`config.mk`:
```
export PLATFORM = sky130hd
export DESIGN_NAME = hisma_intc
export DESIGN_NICKNAME = d
export VERILOG_FILES = /design/src/logic/hisma_intc.v
export VERILOG_INCLUDE_DIRS = /design/src /design/src/logic
export SDC_FILE = /design/constraint.sdc
export NUM_CORES = 1
export LEC_CHECK = 0
export ABC_AREA = 1
export BUFFER_PORTS_ARGS = -buffer_cell sky130_fd_sc_hd__buf_2
export CORE_ASPECT_RATIO = 0.9
export CORE_UTILIZATION = 35
export CTS_CLUSTER_DIAMETER = 100
export DETAILED_ROUTE_END_ITERATION = 6
export RECOVER_POWER = 25
export SETUP_SLACK_MARGIN = 0.5
export SLEW_MARGIN = 25
export SYNTH_ARGS = -nofsm -noshare
export SYNTH_HDL_FRONTEND = slang
export SYNTH_SLANG_ARGS = --single-unit
```
`constraint.sdc`:
```
create_clock -name clk_sys -period 2.4 [get_ports clk_sys]
set_input_delay 0.24 -clock clk_sys [delete_from_list [all_inputs] [get_ports clk_sys]]
set_output_delay 0.24 -clock clk_sys [all_outputs]
set_load 0.01 [all_outputs]
```
`src/logic/hisma_consts.vh`:
```
// register offsets, field positions and reset values of the host interrupt block
// included by the interrupt block; definitions only
`ifndef HISMA_CONSTS_VH
`define HISMA_CONSTS_VH

`define HISMA_ADDR_W 8
// audio data windows
`define HISMA_OFF_AUD1_LO 8'h00
`define HISMA_OFF_AUD1_HI 8'h03
`define HISMA_OFF_AUD2_LO 8'h04
`define HISMA_OFF_AUD2_HI 8'h07
// audio data windows as four-byte window numbers
`define HISMA_WIN_AUD1 6'h00
`define HISMA_WIN_AUD2 6'h01
// hdlc shift-register windows, four bytes each, base upper bits
`define HISMA_WIN_HR1 6'h04
`define HISMA_WIN_HX1 6'h05
`define HISMA_WIN_HR2 6'h06
`define HISMA_WIN_HX2 6'h07
// interrupt status, acknowledge and mask
`define HISMA_OFF_HSTAT_LO 8'h70
`define HISMA_OFF_HSTAT_HI 8'h71
`define HISMA_OFF_LSTAT_LO 8'h72
`define HISMA_OFF_HACK_HI 8'h73
`define HISMA_OFF_LMASK_LO 8'h74
`define HISMA_OFF_LMASK_HI 8'h75
`define HISMA_OFF_HMASK_LO 8'h76
`define HISMA_OFF_HMASK_HI 8'h77
`define HISMA_OFF_LACK_LO 8'h78
`define HISMA_OFF_LACK_HI 8'h79
`define HISMA_OFF_LSTAT_HI 8'h7a
// high status word bit positions
`define HISMA_B_FSC 15
`define HISMA_B_RFS 14
`define HISMA_B_TFS 13
`define HISMA_B_RX1 7
`define HISMA_B_RX2 6
`define HISMA_B_TX1 5
`define HISMA_B_TX2 4
`define HISMA_B_HR1 3
`define HISMA_B_HX1 2
`define HISMA_B_HR2 1
`define HISMA_B_HX2 0
// low status word bit positions
`define HISMA_B_T1 15
`define HISMA_B_T2 14
`define HISMA_B_T3 13
`define HISMA_B_SAI 12
`define HISMA_B_IND 10
`define HISMA_B_HC1 9
`define HISMA_B_HC2 8
`define HISMA_B_MDR 7
`define HISMA_B_MER 6
`define HISMA_B_MDA 5
`define HISMA_B_MEA 4
`define HISMA_B_MAB 3
`define HISMA_B_GPI 2
`define HISMA_B_CI1 1
`define HISMA_B_CI2 0
// implemented bits and reset values
`define HISMA_HIGH_USED 16'he0ff
`define HISMA_LOW_USED 16'hf7ff
`define HISMA_MASK_RST 16'h0000
`define HISMA_STAT_RST 16'h0000

`endif

```
`src/logic/hisma_intc.v`:
```
// host interrupt status, mask and acknowledge for the parallel host port
// assumes a synchronous byte bus from the host port logic on clk_sys
// and one-cycle event pulses from the sources on the same clock
//
// Operation
// - frame sync, rx and tx frame sync flags sit in bits 15..13 at 0x71.
// - buffer flags at 0x70 bits 7..0: rx full, tx empty, hdlc ready.
// - writing any byte of 0x00-03 or 0x04-07 clears tx empty 1 or 2.
// - reading 0x00 or 0x04 clears rx full 1 or 2.
// - reading any byte of an hdlc window clears its ready flag.
// - mask bit zero blocks the line; all masks reset to zero.
// - flags set and hold regardless of mask; mask gates the line only.
// - writing one to 0x73 bits 15..13 clears the frame sync flags.
// - writing one to a low acknowledge bit clears that low flag.
// - low mask: timers, serial audio, indication, hdlc at 0x75; monitor, gpi, ci at 0x74.
// - reading the indication status register clears the indication flag.
// - reading an hdlc controller interrupt register clears its flag.
// - reading the monitor receive register clears monitor byte received.
// - reading the general input status register clears its flag.
// - reading a ci receive register clears its change flag.
// - a copy for the other processor is set by the same cause.
// - frame sync and buffer flags go high line; others go low line.
`timescale 1ns/10ps
`include "hisma_consts.vh"

module hisma_intc #(
    parameter ADDR_W = `HISMA_ADDR_W
) (
    clk_sys,
    sys_rst,
    clk_en,
    host_addr,
    host_wr,
    host_rd,
    host_wdata,
    host_rdata,
    hi_set,
    lo_set,
    ind_status_read,
    hdlc_one_irq_read,
    hdlc_two_irq_read,
    monitor_rx_register_read,
    general_status_read,
    ci_one_rx_register_read,
    ci_two_rx_register_read,
    high_stat_out,
    low_stat_out,
    high_priority_irq_line,
    low_priority_irq_line
);
    input wire clk_sys;
    input wire sys_rst;
    input wire clk_en;
    input wire [ADDR_W-1:0] host_addr;
    input wire host_wr;
    input wire host_rd;
    input wire [7:0] host_wdata;
    output reg [7:0] host_rdata;
    // set pulses, one bit per flag, in status word layout
    input wire [15:0] hi_set;
    input wire [15:0] lo_set;
    // read strobes from the indirect access engine and sub-blocks
    input wire ind_status_read;
    input wire hdlc_one_irq_read;
    input wire hdlc_two_irq_read;
    input wire monitor_rx_register_read;
    input wire general_status_read;
    input wire ci_one_rx_register_read;
    input wire ci_two_rx_register_read;
    // host-side flag copies for the dsp side mirror logic
    output wire [15:0] high_stat_out;
    output wire [15:0] low_stat_out;
    output reg high_priority_irq_line;
    output reg low_priority_irq_line;

    // flag and mask state
    reg [15:0] high_stat_reg;
    reg [15:0] low_stat_reg;
    reg [15:0] high_mask_reg;
    reg [15:0] low_mask_reg;
    // combinational terms feeding the state above
    reg [15:0] high_ack;
    reg [15:0] low_ack;
    reg [15:0] high_clr;
    reg [15:0] low_clr;
    reg [15:0] high_stat_next;
    reg [15:0] low_stat_next;
    reg [7:0] rdata_next;
    reg high_line_next;
    reg low_line_next;

    // byte address and qualified strobes; a frozen clock must not see accesses
    wire [7:0] a8 = host_addr[7:0];
    wire wr = clk_en & host_wr;
    wire rd = clk_en & host_rd;

    // true when the address falls in a four-byte window
    function in_win;
        input [7:0] addr;
        input [5:0] base;
        begin
            in_win = (addr[7:2] == base);
        end
    endfunction

    // true when the address names one register byte
    function at_off;
        input [7:0] addr;
        input [7:0] off;
        begin
            at_off = (addr == off);
        end
    endfunction

    // audio data: any byte written empties, only the base byte read drains
    wire aud1_wr = wr & in_win(a8, `HISMA_WIN_AUD1);
    wire aud2_wr = wr & in_win(a8, `HISMA_WIN_AUD2);
    wire aud1_rd = rd & at_off(a8, `HISMA_OFF_AUD1_LO);
    wire aud2_rd = rd & at_off(a8, `HISMA_OFF_AUD2_LO);

    // hdlc windows: 1, 2 and 4 byte reads all fall inside one window
    wire hr1_rd = rd & in_win(a8, `HISMA_WIN_HR1);
    wire hx1_rd = rd & in_win(a8, `HISMA_WIN_HX1);
    wire hr2_rd = rd & in_win(a8, `HISMA_WIN_HR2);
    wire hx2_rd = rd & in_win(a8, `HISMA_WIN_HX2);

    // acknowledge register writes
    wire hack_hi_wr = wr & at_off(a8, `HISMA_OFF_HACK_HI);
    wire lack_lo_wr = wr & at_off(a8, `HISMA_OFF_LACK_LO);
    wire lack_hi_wr = wr & at_off(a8, `HISMA_OFF_LACK_HI);

    // mask register writes
    wire lmask_lo_wr = wr & at_off(a8, `HISMA_OFF_LMASK_LO);
    wire lmask_hi_wr = wr & at_off(a8, `HISMA_OFF_LMASK_HI);
    wire hmask_lo_wr = wr & at_off(a8, `HISMA_OFF_HMASK_LO);
    wire hmask_hi_wr = wr & at_off(a8, `HISMA_OFF_HMASK_HI);

    // reads of reporting registers elsewhere; gated so a frozen clock drops them
    wire ind_clr = clk_en & ind_status_read;
    wire hc1_clr = clk_en & hdlc_one_irq_read;
    wire hc2_clr = clk_en & hdlc_two_irq_read;
    wire mdr_clr = clk_en & monitor_rx_register_read;
    wire gpi_clr = clk_en & general_status_read;
    wire ci1_clr = clk_en & ci_one_rx_register_read;
    wire ci2_clr = clk_en & ci_two_rx_register_read;

    // pending sources; the mask only gates the line, never the flag
    wire [15:0] high_pend = high_stat_reg & high_mask_reg;
    wire [15:0] low_pend = low_stat_reg & low_mask_reg;

    // high acknowledge: only ones clear, zero bits leave their flags alone
    always @* begin
        high_ack = 16'h0000;
        if (hack_hi_wr) begin
            high_ack[`HISMA_B_FSC] = host_wdata[`HISMA_B_FSC - 8];
            high_ack[`HISMA_B_RFS] = host_wdata[`HISMA_B_RFS - 8];
            high_ack[`HISMA_B_TFS] = host_wdata[`HISMA_B_TFS - 8];
        end
    end

    // low acknowledge, one byte at a time
    always @* begin
        low_ack = 16'h0000;
        if (lack_lo_wr) begin
            low_ack[7:0] = host_wdata;
        end
        if (lack_hi_wr) begin
            low_ack[15:8] = host_wdata;
        end
    end

    // high clear terms: acknowledges plus data register side effects
    always @* begin
        high_clr = high_ack;
        high_clr[`HISMA_B_RX1] = aud1_rd;
        high_clr[`HISMA_B_RX2] = aud2_rd;
        high_clr[`HISMA_B_TX1] = aud1_wr;
        high_clr[`HISMA_B_TX2] = aud2_wr;
        high_clr[`HISMA_B_HR1] = hr1_rd;
        high_clr[`HISMA_B_HX1] = hx1_rd;
        high_clr[`HISMA_B_HR2] = hr2_rd;
        high_clr[`HISMA_B_HX2] = hx2_rd;
    end

    // low clear terms: acknowledges plus reads of the reporting registers
    always @* begin
        low_clr = low_ack;
        low_clr[`HISMA_B_IND] = low_ack[`HISMA_B_IND] | ind_clr;
        low_clr[`HISMA_B_HC1] = low_ack[`HISMA_B_HC1] | hc1_clr;
        low_clr[`HISMA_B_HC2] = low_ack[`HISMA_B_HC2] | hc2_clr;
        low_clr[`HISMA_B_MDR] = low_ack[`HISMA_B_MDR] | mdr_clr;
        low_clr[`HISMA_B_GPI] = low_ack[`HISMA_B_GPI] | gpi_clr;
        low_clr[`HISMA_B_CI1] = low_ack[`HISMA_B_CI1] | ci1_clr;
        low_clr[`HISMA_B_CI2] = low_ack[`HISMA_B_CI2] | ci2_clr;
    end

    // next flags: set beats clear, so an event in the clearing cycle survives
    always @* begin
        high_stat_next = ((high_stat_reg & ~high_clr) | hi_set) & `HISMA_HIGH_USED;
        low_stat_next = ((low_stat_reg & ~low_clr) | lo_set) & `HISMA_LOW_USED;
    end

    // high flags; the mask plays no part here
    always @(posedge clk_sys or posedge sys_rst) begin
        if (sys_rst) begin
            high_stat_reg <= `HISMA_STAT_RST;
        end else if (clk_en) begin
            high_stat_reg <= high_stat_next;
        end
    end

    // low flags; bit 11 has no source and stays zero
    always @(posedge clk_sys or posedge sys_rst) begin
        if (sys_rst) begin
            low_stat_reg <= `HISMA_STAT_RST;
        end else if (clk_en) begin
            low_stat_reg <= low_stat_next;
        end
    end

    // low mask, cleared at reset so every source starts blocked
    always @(posedge clk_sys or posedge sys_rst) begin
        if (sys_rst) begin
            low_mask_reg <= `HISMA_MASK_RST;
        end else begin
            // unused bits stored as written; the host is expected to keep them zero
            if (lmask_lo_wr) begin
                low_mask_reg[7:0] <= host_wdata;
            end
            if (lmask_hi_wr) begin
                low_mask_reg[15:8] <= host_wdata;
            end
        end
    end

    // high mask; the high line stays quiet until the host opens it
    always @(posedge clk_sys or posedge sys_rst) begin
        if (sys_rst) begin
            high_mask_reg <= `HISMA_MASK_RST;
        end else begin
            if (hmask_lo_wr) begin
                high_mask_reg[7:0] <= host_wdata;
            end
            if (hmask_hi_wr) begin
                high_mask_reg[15:8] <= host_wdata;
            end
        end
    end

    // read mux; acknowledge registers and unmapped bytes read zero
    always @* begin
        case (a8)
            // interrupt status words
            `HISMA_OFF_HSTAT_LO: rdata_next = high_stat_reg[7:0];
            `HISMA_OFF_HSTAT_HI: rdata_next = high_stat_reg[15:8];
            `HISMA_OFF_LSTAT_LO: rdata_next = low_stat_reg[7:0];
            `HISMA_OFF_LSTAT_HI: rdata_next = low_stat_reg[15:8];
            // mask words read back as written
            `HISMA_OFF_LMASK_LO: rdata_next = low_mask_reg[7:0];
            `HISMA_OFF_LMASK_HI: rdata_next = low_mask_reg[15:8];
            `HISMA_OFF_HMASK_LO: rdata_next = high_mask_reg[7:0];
            `HISMA_OFF_HMASK_HI: rdata_next = high_mask_reg[15:8];
            // write-only acknowledge bytes fall here too
            default: rdata_next = 8'h00;
        endcase
    end

    // read data register; holds between reads so a slow host can pick it up
    always @(posedge clk_sys or posedge sys_rst) begin
        if (sys_rst) begin
            host_rdata <= 8'h00;
        end else if (rd) begin
            host_rdata <= rdata_next;
        end
    end

    // line terms; any pending source of the group raises its line
    always @* begin
        high_line_next = |high_pend;
        low_line_next = |low_pend;
    end

    // registered lines, one cycle behind the flags, glitch free at the pin
    always @(posedge clk_sys or posedge sys_rst) begin
        if (sys_rst) begin
            high_priority_irq_line <= 1'b0;
            low_priority_irq_line <= 1'b0;
        end else if (clk_en) begin
            high_priority_irq_line <= high_line_next;
            low_priority_irq_line <= low_line_next;
        end
    end

    // the dsp-side copy takes the same set pulses outside this block
    assign high_stat_out = high_stat_reg;
    assign low_stat_out = low_stat_reg;

endmodule // hisma_intc

```
==> flow_summary.yaml <==
synth:
  syn-cell-area_um2: 3537
  ys_seq_area_share_pct: 48.11
  syn_area_per_cell_um2: 7.478
  postSynthCellCount: 473
  synth_top_area_share_pct: 48.11
  synthTopCellsByArea: "dfrtp_1, nand2_1, nand3_1"
  synth_mux_area_share_pct: 0
  synth_warnings: 0
  synth_compound_area_share_pct: 10.29
  yosys_register_bits: 68
  synth_top_family_by_area: "simple AND/OR/NAND/NOR gates"
  synthAdderAreaFrac_pct: 0
  synth_cell_types: 24
  synthSimpleGateAreaFrac_pct: 35.02
  yosysTopAreaCell: "dfrtp_1"
  post_synth_xor_area_fraction_pct: 0
clock_tree:
  cts_num_sinks: 68
  postCtsSetupBuffers: 0
  cts.clk_slew.worst_paths_ns: 0.07
  cts_tree: "built"
  htree_num_levels: 3
  cts_resized: 0
  cts_buffers: 9
  clock_latency_ns: 0.36
  cts_hold_buf: 1
  clk_path_buf_depth: 2
  root_buffer: "clkbuf_8"
critical_path:
  slowest_delay_ns: 0.42
  critPathLaunchType: "input pin"
  arrival_ns: 1.76
  cp.required_ns: 2.64
  critPathCaptureType: "flip-flop"
  path_class: "in2reg"
  crit_slowest_cell: "nand3_1"
  crit_path_frequent_cell: "o21ai_0"
  crit_fanout: 22
  critical_path.cell_chain: "buf_2, nand2_1, inv_2, nand3_1, o21ai_0, o21ai_0"
power_and_ir_drop:
  power_density_nw_per_um2: 572.7
  p_leak_nw: 2.080
  ir_drop_v: 0.0002305
timing:
  setup_viol: 0
  finalCritPeriodShare_pct: 63.29
  final_max_slew_viol_count: 0
  fin_tns_setup_ns: 0
  fin_ws_ns: 0.8812
  slew_headroom_pct: 23.09
  skew_ns: 0.004382
  finalCriticalPeriod_ns: 1.519
  fmax_mhz: 658.4
  worst_pin_slew_ns: 1.147
  rsz0062_at_grt: "no"
  final_hold_viol_count: 0
layout:
  layout_commonest_cell: "nand2_1"
  multi_input_area_um2: 1625
  num-fill-cells: 1031
  layout_common_cells: "nand2_1, buf_2, dfrtp_1, nand3_1, o21ai_1"
  syn_to_final_growth_pct: 20.45
  regArea_um2: 1702
  final_nets: 623
  layout-drive-gt1-share_pct: 19.19
  insertedDiodeCount: 0
die:
  core_um2: 9742
  fp.dieW_um: 108.0
  design.die.area_um2: 10510
  die_h_um: 97.37
  rows: 34
  pin_count: 102
  start_util_pct: 36.31
route:
  drcViolationCount: 0
  wl_per_cell_um: 14.62
  routed_wl_mm: 10.15
  vias_per_cell: 4.932
  drtAntennaViolNets: 0
  vias: 3423
  drtIter0Drc: 237
  dr.pass1.iters: 5
placement:
  dpl_worst_slack_ns: 0.5175
  hpwl_mm: 7.509
  place_congestion: 0.8713
  io_buffer_count: 89
global_routing:
  antenna_found_initial: 0
  grt_use_total_pct: 20.93
  grt_start_max_net_pins: 46
  grt_pass1_vias: 3223
  gr-total-overflow: 0
  grt_pass1_wl_mm: 16.69
run_status:
  outcome: "complete, no violations"
run:
  maxCapViolations: 0
worst_hold_path:
  hold_class: "in2reg"
-- cell usage after synthesis (all sizes together) --
master,number
o21ai,59
inv,25
nor2,37
nor3,2
buf,16
nand4,2
o211ai,1
dfrtp,68
nand2,183
a31oi,1
o31ai,5
nand3,66
clkinv,1
clkbuf,4
a22o,2
conb,1
-- path summary, 6_finish.rpt --
kind | startpoint | end | depth (start not counted) | slack [ns]
max in group asynchronous | sys_rst | high_mask_reg[2] | 4 | 1.03
min reg2reg | host_rdata[3] | host_rdata[3] | 2 | 0.48
max reg2reg | high_stat_out[7] | high_priority_irq_line | 6 | 1.20
max | clk_en | low_stat_out[2] | 6 | 0.88
min in group asynchronous | sys_rst | high_stat_out[15] | 3 | 0.63
min | lo_set[12] | low_stat_out[12] | 3 | 0.08
-- stage by stage --
step	power (mW)	instance area, um2	hold slack (ns)	util [%]	instances
after floorplan	1.386	3560	0.3566	-	478
after global placement	1.498	4074	0.3228	41.82	677
after detailed placement	1.503	4074	0.3295	41.82	677
after CTS	2.470	4285	0.06527	43.99	694
after global routing	2.552	4260	0.07440	43.73	694
final	2.440	4260	0.07931	43.73	694
-- cells by family after synthesis --
| group | count (synthesis) |
|---|---|
| simple gates | 290 |
| buf+inv | 46 |
| other cells | 1 |
| flops | 68 |
| compound gates | 68 |
-- where the power goes --
part | leakage [nW] | internal [mW] | switching, mW
Combinational | 1.16 | 0.0892 | 0.167
Sequential | 0.825 | 1.18 | 0.0345
Clock | 0.0983 | 0.505 | 0.461
Total | 2.08 | 1.78 | 0.663
-- critical path: cells and delay by family --
family | cells | cell delay (ns)
buf+inv | 2 | 0.53
simple gates | 2 | 0.60
compound gates | 2 | 0.40
-- per-layer routing --
layer | GRT usage [%] | wire length (um) | up-vias
li1 | - | - | 1709
met1 | 29.64 | 4917 | 1579
met2 | 31.50 | 4454 | 118
met3 | 4.427 | 564 | 17
met4 | 7.060 | 210 | 0
met5 | 0 | 0 | -
-- layout make-up --
class / instances / area share, %
timing repair buffer: 94 / 11.16
clock buffer: 10 / 3.231
inverter: 26 / 2.320
tap: 126 / 3.700
multi-input combinational: 364 / 38.15
sequential: 68 / 39.94
clock inverter: 6 / 1.498
No activity file was read; power rests on OpenSTA's default activity.
